$ cat config.mk
export PLATFORM = sky130hd
export DESIGN_NAME = eic_ctrl
export DESIGN_NICKNAME = d
export VERILOG_FILES = /design/src/inc/eic_pkg.sv /design/src/core/eic_ctrl.sv /design/src/core/eic_sync.sv
export VERILOG_INCLUDE_DIRS = /design/src /design/src/inc
export SDC_FILE = /design/constraint.sdc
export NUM_CORES = 1
export LEC_CHECK = 0
export ABC_AREA = 1
export BUFFER_PORTS_ARGS = -buffer_cell sky130_fd_sc_hd__clkbuf_2
export CELL_PAD_IN_SITES_DETAIL_PLACEMENT = 1
export CELL_PAD_IN_SITES_GLOBAL_PLACEMENT = 2
export CORE_ASPECT_RATIO = 1.75
export CORE_MARGIN = 2
export CORE_UTILIZATION = 23
export DETAILED_ROUTE_END_ITERATION = 12
export PLACE_DENSITY = 0.74
export SLEW_MARGIN = 10
export SYNTH_ARGS = -nofsm -noshare
export SYNTH_HDL_FRONTEND = slang
export SYNTH_SLANG_ARGS = --single-unit
$ cat constraint.sdc
create_clock -name core_clk -period 1.3 [get_ports core_clk]
set_input_delay 0.195 -clock core_clk [delete_from_list [all_inputs] [get_ports core_clk]]
set_output_delay 0.195 -clock core_clk [all_outputs]
set_load 0.03 [all_outputs]
$ cat src/inc/eic_params.svh
`ifndef EIC_PARAMS_SVH
`define EIC_PARAMS_SVH

// ======================================================================
// line map
`define EIC_WORD_W        32
`define EIC_USED_LINES    20
`define EIC_GPIO_LINES    16
`define EIC_GPIO_PORTS    6
`define EIC_LINE_SVD      16
`define EIC_LINE_RTC      17
`define EIC_LINE_USB      18
`define EIC_LINE_ETH      19

// ======================================================================
// reset values and field masks
`define EIC_RST_ZERO      32'h0000_0000
`define EIC_LINE_MASK     32'h000F_FFFF

// ======================================================================
// synchroniser depth
`define EIC_SYNC_STAGES   2

`endif

$ cat src/inc/eic_pkg.sv
package eic_pkg;

   // ===================================================================
   // gpio port select codes
   typedef enum logic [2:0] {
      EIC_PORT_A = 3'h0,
      EIC_PORT_B = 3'h1,
      EIC_PORT_C = 3'h2,
      EIC_PORT_E = 3'h3,
      EIC_PORT_F = 3'h4,
      EIC_PORT_G = 3'h5
   } eic_port_t;

   // ===================================================================
   // configuration levels, held by software
   typedef struct packed {
      logic [31:0] int_mask;
      logic [31:0] evt_mask;
      logic [31:0] rise_en;
      logic [31:0] fall_en;
   } eic_cfg_t;

   // ===================================================================
   // one-cycle write strobe with its data
   typedef struct packed {
      logic        wr;
      logic [31:0] data;
   } eic_wr_t;

   // ===================================================================
   // internal wake-up sources
   typedef struct packed {
      logic eth_wake;
      logic usb_wake;
      logic rtc_alarm;
      logic supply_voltage_detector;
   } eic_int_src_t;

endpackage

$ cat src/core/eic_ctrl.sv
// Functional notes
// - configured edge with interrupt unmasked raises request and sets pending
// - writing 1 to pending bit clears it and withdraws the request
// - configured edge with event unmasked gives one event pulse, no pending
// - software trigger with event unmasked gives one event pulse, no pending
// - software trigger with interrupt unmasked raises request and sets pending
// - event pulses drive the core wake-up-on-event input
// - lines 0 to 15 take pin n of a selectable port A,B,C,E,F,G
// - lines 16 to 19: voltage detector, rtc alarm, usb wake, ethernet wake
// - lines 20 to 31 have no source and never request anything
// - mask bits block at 0, pass at 1, both reset to 0; here they come in on cfg and sys_rst leaves them unchanged
// - rising and falling enabled together trigger on both edges
// - pending clears on write of 1 or on edge polarity change
// - software trigger bit stays set until its pending bit is written 1
`timescale 1ns/100ps
`include "eic_params.svh"

module eic_ctrl #(
   parameter int NUM_LINES  = `EIC_USED_LINES,
   parameter int GPIO_LINES = `EIC_GPIO_LINES,
   parameter int GPIO_PORTS = `EIC_GPIO_PORTS
) (
   input  wire logic                                  core_clk,
   input  wire logic                                  sys_rst,
   input  wire eic_pkg::eic_cfg_t                     cfg,
   input  wire logic [GPIO_LINES-1:0][2:0]            port_sel,
   input  wire eic_pkg::eic_wr_t                      sw_trig_wr,
   input  wire eic_pkg::eic_wr_t                      pend_clr_wr,
   input  wire logic [GPIO_PORTS-1:0][GPIO_LINES-1:0] gpio_pins,
   input  wire eic_pkg::eic_int_src_t                 int_src,
   output logic [31:0]                                irq_req,
   output logic [31:0]                                pending,
   output logic [31:0]                                sw_trig,
   output logic [31:0]                                evt_line,
   output logic                                       core_wake_evt
);

   // ===================================================================
   // elaboration checks
   // refused while elaborating, so a bad map never reaches a netlist
   if (NUM_LINES != `EIC_USED_LINES) begin
      $error("eic_ctrl: line map is fixed at 20 lines");
   end
   if (GPIO_LINES != `EIC_GPIO_LINES || GPIO_PORTS != `EIC_GPIO_PORTS) begin
      $error("eic_ctrl: gpio map is fixed at 6 ports of 16 pins");
   end

   // ===================================================================
   // functions
   function automatic logic pick_pin(
      input logic [GPIO_PORTS-1:0][GPIO_LINES-1:0] pins,
      input logic [2:0]                            sel,
      input int                                    n
   );
      logic hit;
      hit = 1'b0;
      // unused codes select nothing, so the line sits idle
      if (int'(sel) < GPIO_PORTS) begin
         hit = pins[sel][n];
      end
      return hit;
   endfunction

   // reserved lines 20 to 31 are forced to zero wherever state is formed
   function automatic logic [31:0] legal(input logic [31:0] v);
      return v & `EIC_LINE_MASK;
   endfunction

   // ===================================================================
   // input synchronisers
   // pins and wake sources are asynchronous; nothing reads them before two flops
   logic [GPIO_PORTS-1:0][GPIO_LINES-1:0] gpio_sync;
   eic_pkg::eic_int_src_t                 int_sync;

   eic_sync #(
      .WIDTH (GPIO_PORTS*GPIO_LINES)
   ) u_gpio_sync (
      .core_clk (core_clk),
      .sys_rst  (sys_rst),
      .async_in (gpio_pins),
      .sync_out (gpio_sync)
   );

   eic_sync #(
      .WIDTH ($bits(eic_pkg::eic_int_src_t))
   ) u_int_sync (
      .core_clk (core_clk),
      .sys_rst  (sys_rst),
      .async_in (int_src),
      .sync_out (int_sync)
   );

   // ===================================================================
   // line source selection
   logic [31:0] line_lvl;

   // a port_sel change can look like an edge; mask the line before moving it
   always_comb begin
      line_lvl = `EIC_RST_ZERO;
      for (int n = 0; n < GPIO_LINES; n++) begin
         line_lvl[n] = pick_pin(gpio_sync, port_sel[n], n);
      end
      line_lvl[`EIC_LINE_SVD] = int_sync.supply_voltage_detector;
      line_lvl[`EIC_LINE_RTC] = int_sync.rtc_alarm;
      line_lvl[`EIC_LINE_USB] = int_sync.usb_wake;
      line_lvl[`EIC_LINE_ETH] = int_sync.eth_wake;
   end

   // ===================================================================
   // edge detection state
   logic [31:0] lvl_prev_r;
   logic [31:0] lvl_prev_nxt;
   logic [31:0] rise_prev_r;
   logic [31:0] rise_prev_nxt;
   logic [31:0] fall_prev_r;
   logic [31:0] fall_prev_nxt;
   logic [31:0] rise_hit;
   logic [31:0] fall_hit;
   logic [31:0] hw_edge;
   logic [31:0] pol_change;

   always_comb begin
      lvl_prev_nxt  = legal(line_lvl);
      // last cycle's enables are kept so that a polarity change can clear pending
      rise_prev_nxt = legal(cfg.rise_en);
      fall_prev_nxt = legal(cfg.fall_en);
      rise_hit      = line_lvl & ~lvl_prev_r & cfg.rise_en;
      fall_hit      = ~line_lvl & lvl_prev_r & cfg.fall_en;
      // each enable is checked on its own, so both together act on both edges
      hw_edge = legal(rise_hit | fall_hit);
      pol_change = legal((cfg.rise_en ^ rise_prev_r) |
                         (cfg.fall_en ^ fall_prev_r));
   end

   always_ff @(posedge core_clk) begin
      if (sys_rst) begin
         lvl_prev_r  <= `EIC_RST_ZERO;
         rise_prev_r <= `EIC_RST_ZERO;
         fall_prev_r <= `EIC_RST_ZERO;
      end else begin
         lvl_prev_r  <= lvl_prev_nxt;
         rise_prev_r <= rise_prev_nxt;
         fall_prev_r <= fall_prev_nxt;
      end
   end

   // ===================================================================
   // software trigger bits
   logic [31:0] sw_trig_nxt;
   logic [31:0] sw_fire;
   logic [31:0] sw_set;
   logic [31:0] pend_clr;

   always_comb begin
      sw_set   = sw_trig_wr.wr ? legal(sw_trig_wr.data) : `EIC_RST_ZERO;
      pend_clr = pend_clr_wr.wr ? legal(pend_clr_wr.data) : `EIC_RST_ZERO;
      // only a 0-to-1 write fires; rewriting a held 1 does nothing
      sw_fire  = sw_set & ~sw_trig;
      // a pending clear also drops the trigger bit, so the line can fire again
      // a new write wins over a same-cycle clear
      sw_trig_nxt = (sw_trig & ~pend_clr) | sw_set;
   end

   always_ff @(posedge core_clk) begin
      if (sys_rst) begin
         sw_trig <= `EIC_RST_ZERO;
      end else begin
         sw_trig <= sw_trig_nxt;
      end
   end

   // ===================================================================
   // pending bits and interrupt requests
   logic [31:0] pend_set;
   logic [31:0] pending_nxt;
   logic [31:0] irq_nxt;

   always_comb begin
      // a masked edge is dropped; unmasking later brings nothing back
      pend_set = (hw_edge | sw_fire) & legal(cfg.int_mask);
      // set wins over clear so a simultaneous edge is not lost
      pending_nxt = (pending & ~pend_clr & ~pol_change) | pend_set;
      // request follows pending; mask only gates new sets
      irq_nxt = pending_nxt;
   end

   always_ff @(posedge core_clk) begin
      if (sys_rst) begin
         pending <= `EIC_RST_ZERO;
         irq_req <= `EIC_RST_ZERO;
      end else begin
         pending <= pending_nxt;
         irq_req <= irq_nxt;
      end
   end

   // ===================================================================
   // event pulses, never latched
   logic [31:0] evt_nxt;
   logic        wake_nxt;

   always_comb begin
      // a masked event is lost; events have no pending bit to catch them
      evt_nxt  = (hw_edge | sw_fire) & legal(cfg.evt_mask);
      wake_nxt = |evt_nxt;
   end

   always_ff @(posedge core_clk) begin
      if (sys_rst) begin
         evt_line      <= `EIC_RST_ZERO;
         core_wake_evt <= 1'b0;
      end else begin
         evt_line      <= evt_nxt;
         core_wake_evt <= wake_nxt;
      end
   end

endmodule

$ cat src/core/eic_sync.sv
`timescale 1ns/100ps
`include "eic_params.svh"

module eic_sync #(
   parameter int WIDTH = 1
) (
   input  wire logic             core_clk,
   input  wire logic             sys_rst,
   input  wire logic [WIDTH-1:0] async_in,
   output logic      [WIDTH-1:0] sync_out
);

   logic [WIDTH-1:0] meta_r;
   logic [WIDTH-1:0] meta_nxt;
   logic [WIDTH-1:0] sync_nxt;

   if (WIDTH < 1) begin
      $error("eic_sync: WIDTH must be at least 1");
   end

   // first stage feeds only the second
   always_comb begin
      meta_nxt = async_in;
      sync_nxt = meta_r;
   end

   always_ff @(posedge core_clk) begin
      if (sys_rst) begin
         meta_r   <= '0;
         sync_out <= '0;
      end else begin
         meta_r   <= meta_nxt;
         sync_out <= sync_nxt;
      end
   end

endmodule

==> results.yml <==
status:
  status: "finished, violations left"
  violations: "negative hold slack, negative setup slack"
cts:
  root_buffer: "clkbuf_16"
  htreeDepth: 2
  cts_tree: "done"
  clk_pin_slew_ns: 0.07
  clkLatencyLatePin_ns: 0.54
  clock_path_buffers: 3
  cts_buffers: 34
  cts_sinks: 321
yosys:
  synth_top_flop_cell: "dfxtp_1"
  async_flop_share_pct: 0
  yosys.cell_count.top_type: "inv_1"
  synth_edf_count: 0
  yosys.area.top_type_share_pct: 53.05
  ys_top_cells_by_area: "dfxtp_1, inv_1, nor2_1"
  netlist_area_um2: 12110
  syn_area_per_cell_um2: 7.543
  syn_inst: 1606
  ys_warn_count: 0
  synth_commonest_cells: "inv_1, dfxtp_1, nor2_1"
  ys_seq_area_share_pct: 53.05
  yosysUniqueCellTypes: 28
  yosys.area.top_type: "dfxtp_1"
  ys_ff_latch: 321
job:
  maxCapViolCount: 0
placed_design:
  placed_cell_area_um2: 15060
  post-dp-hpwl_um: 31420
  place_congestion: 0.8368
  port_buffers: 352
cells_and_area:
  drive_gt1_share_pct: 30.20
  final_net_count: 2583
  syn2layout_area_growth_pct: 60.70
  stdcell_area_um2: 19470
global_route:
  grt_max_degree: 81
  grt.met1_usage_pct: 16.81
  grt_pass1_vias: 12635
  antenna_found_initial: 13
  grt-ovfl-total: 0
  grt.total_usage_pct: 15.41
  top_usage_layer: "met2"
  use_met2_pct: 27.84
  use_met3_pct: 3.173
  grt_pass1_wl_um: 65830
route:
  drtIter0Drc: 277
  viasPerCell: 3.948
  via_count: 11663
  routedWlPerCell_um: 14.41
  antenna_left: 0
  remaining_drc_errors: 0
  wirelength_um: 42570
  dr.pass1.iters: 4
setup_path:
  critical_path.top_delay_family: "simple AND/OR/NAND/NOR gates"
  cp_max_fo: 3
  critPathLaunchType: "register"
  cp.required_ns: 1.72
  cp_num_buf_inv: 2
  startpoint: "u_int_sync.sync_out[2]$_SDFF_PP0_"
  slowest_delay_ns: 0.30
  worstPathArrival_ns: 1.95
  slowest_stage: "dfxtp_1"
  r2r_start: "u_int_sync.sync_out[2]$_SDFF_PP0_"
  end_kind: "register"
  cp_cell_sequence: "inv_1, nor2_1, nand2_1, o211ai_1, nand2_1, nand2_1, nor2_1, nand2_1, nor2_2, buf_6, nand3_2, nor2_1, nor2_1"
  worstSetupPathType: "reg -> reg"
timing:
  timing.final.ws_setup_ns: -0.2302
  drv_slew: 0
  fin_crit_ns: 1.530
  finalSetupTns_ns: -0.2386
  hold_ws_ns: -0.006641
  setup_viol: 2
  post-route-period-util_pct: 117.7
  clock_skew_ns: 0.02780
  clock.fmax_mhz: 653.5
  hold_violations: 1
  rsz0062_at_grt: "true"
die:
  core_area_um2: 52220
  pin_count: 473
  die_h_um: 307.6
  start_util_pct: 23.20
  die-area_um2: 54590
  num_rows: 111
  die_w_um: 177.5
worst_hold_path:
  hold_path.class: "in -> reg"
  min_from: "port_sel[35]"
pwr:
  max-vdd-ir-drop_mv: 0.9956
  p_per_area_nw_per_um2: 1269
  cellLeakagePower_nw: 9.767
==> per-layer routing <==
metal  wire length (µm)  up-vias  part of all wire [%]
met5                 26        -                 0.061
met4               1972        4                   4.6
met3               2364       99                   5.6
met2              21590      359                    51
met1              16620     5346                    39
li1                   -     5855                     -
==> worst min-delay path, cell delays in order <==
cell and delay, ns:
clkbuf_2 0.09, nand2_2 0.06, nand2_2 0.08, nor2_1 0.04
==> kinds of logic (layout without fill, tap and decap cells) <==
logic type,Yosys count,in the layout,share of synthesized area (%)
other cells,1,59,0.03096
compound gates,78,78,3.780
simple gates,702,702,24.24
flops,321,321,53.05
buf+inv,477,1089,16.95
xor+xnor,27,27,1.952
==> what timing repair did <==
| item | in CTS | in global routing |
|---|---|---|
| endpoints found under the setup margin | 68 | 48 |
| endpoints found under the hold margin | 199 | 2 |
| gates resized for setup | 190 | 128 |
| buffers inserted | 6 | 12 |
| hold buffers | 214 | 1 |
| pin swaps | 17 | 52 |
==> cells in the final DEF, fill, tap and decap left out, drive strengths merged <==
cell / instances
xnor2: 27
dlygate4sd3: 215
nand3b: 12
nand3: 86
or2: 18
diode: 11
o211ai: 9
a221oi: 5
o2111ai: 3
clkinv: 5
inv: 373
nand2: 266
conb: 48
buf: 107
a21oi: 44
clkinvlp: 4
nor2: 311
nand4: 9
dfxtp: 321
clkbuf: 381
o21ai: 12
o22ai: 5
bufinv: 4
==> power by group <==
| part | total, W | switching (W) | internal (W) | leakage [nW] |
|---|---|---|---|---|
| sequential | 0.0106 | 0.000220 | 0.0103 | 2.67 |
| combinational | 0.00375 | 0.00198 | 0.00178 | 6.52 |
| clock | 0.0104 | 0.00428 | 0.00610 | 0.576 |
| total | 0.0247 | 0.00647 | 0.0182 | 9.77 |
==> cell type report <==
cell class,count,area (µm²)
repair buffers,658,5290
fillers,6325,32750
inverters,369,1385
flip-flops and latches,321,6504
clock buffers,45,962.2
multi-input cells,855,4215
clock inverters,17,235.2
diodes,11,27.53
well taps,678,848.3
==> per-stage QoR <==
step	setup WS [ns]	hold slack (ns)	cells	power, W	util [%]
after floorplan	0.02236	0.3020	1653	0.01239	-
final	-0.2302	-0.006641	2954	0.02470	37.28
after detailed placement	-0.4767	0.3935	2668	0.01361	28.84
after global routing	-0.3944	-0.001555	2954	0.02592	37.28
after global placement	-0.5121	0.3899	2668	0.01354	28.84
after CTS	-0.2577	-0.02771	2938	0.02501	36.45
==> registers in the layout (all words and copies together), names as in the netlist <==
| signal | flops |
|---|---|
| core_wake_evt | 1 |
| evt_line | 20 |
| fall_prev_r | 20 |
| lvl_prev_r | 20 |
| pending | 20 |
| rise_prev_r | 20 |
| sw_trig | 20 |
| u_gpio_sync.meta_r | 96 |
| u_gpio_sync.sync_out | 96 |
| u_int_sync.meta_r | 4 |
| u_int_sync.sync_out | 4 |
==> worst paths after layout <==
| check | end | slack, ns | depth (start not counted) |
|---|---|---|---|
| worst max-delay path | core_wake_evt$_SDFF_PP0_ | -0.23 | 13 |
| worst min-delay path | lvl_prev_r[11]$_SDFF_PP0_ | -0.007 | 4 |
| worst max register to register | core_wake_evt$_SDFF_PP0_ | -0.23 | 13 |
| worst min register to register | u_gpio_sync.sync_out[34]$_SDFF_PP0_ | 0.39 | 2 |
Note: power is estimated with default switching activity, not from simulation.
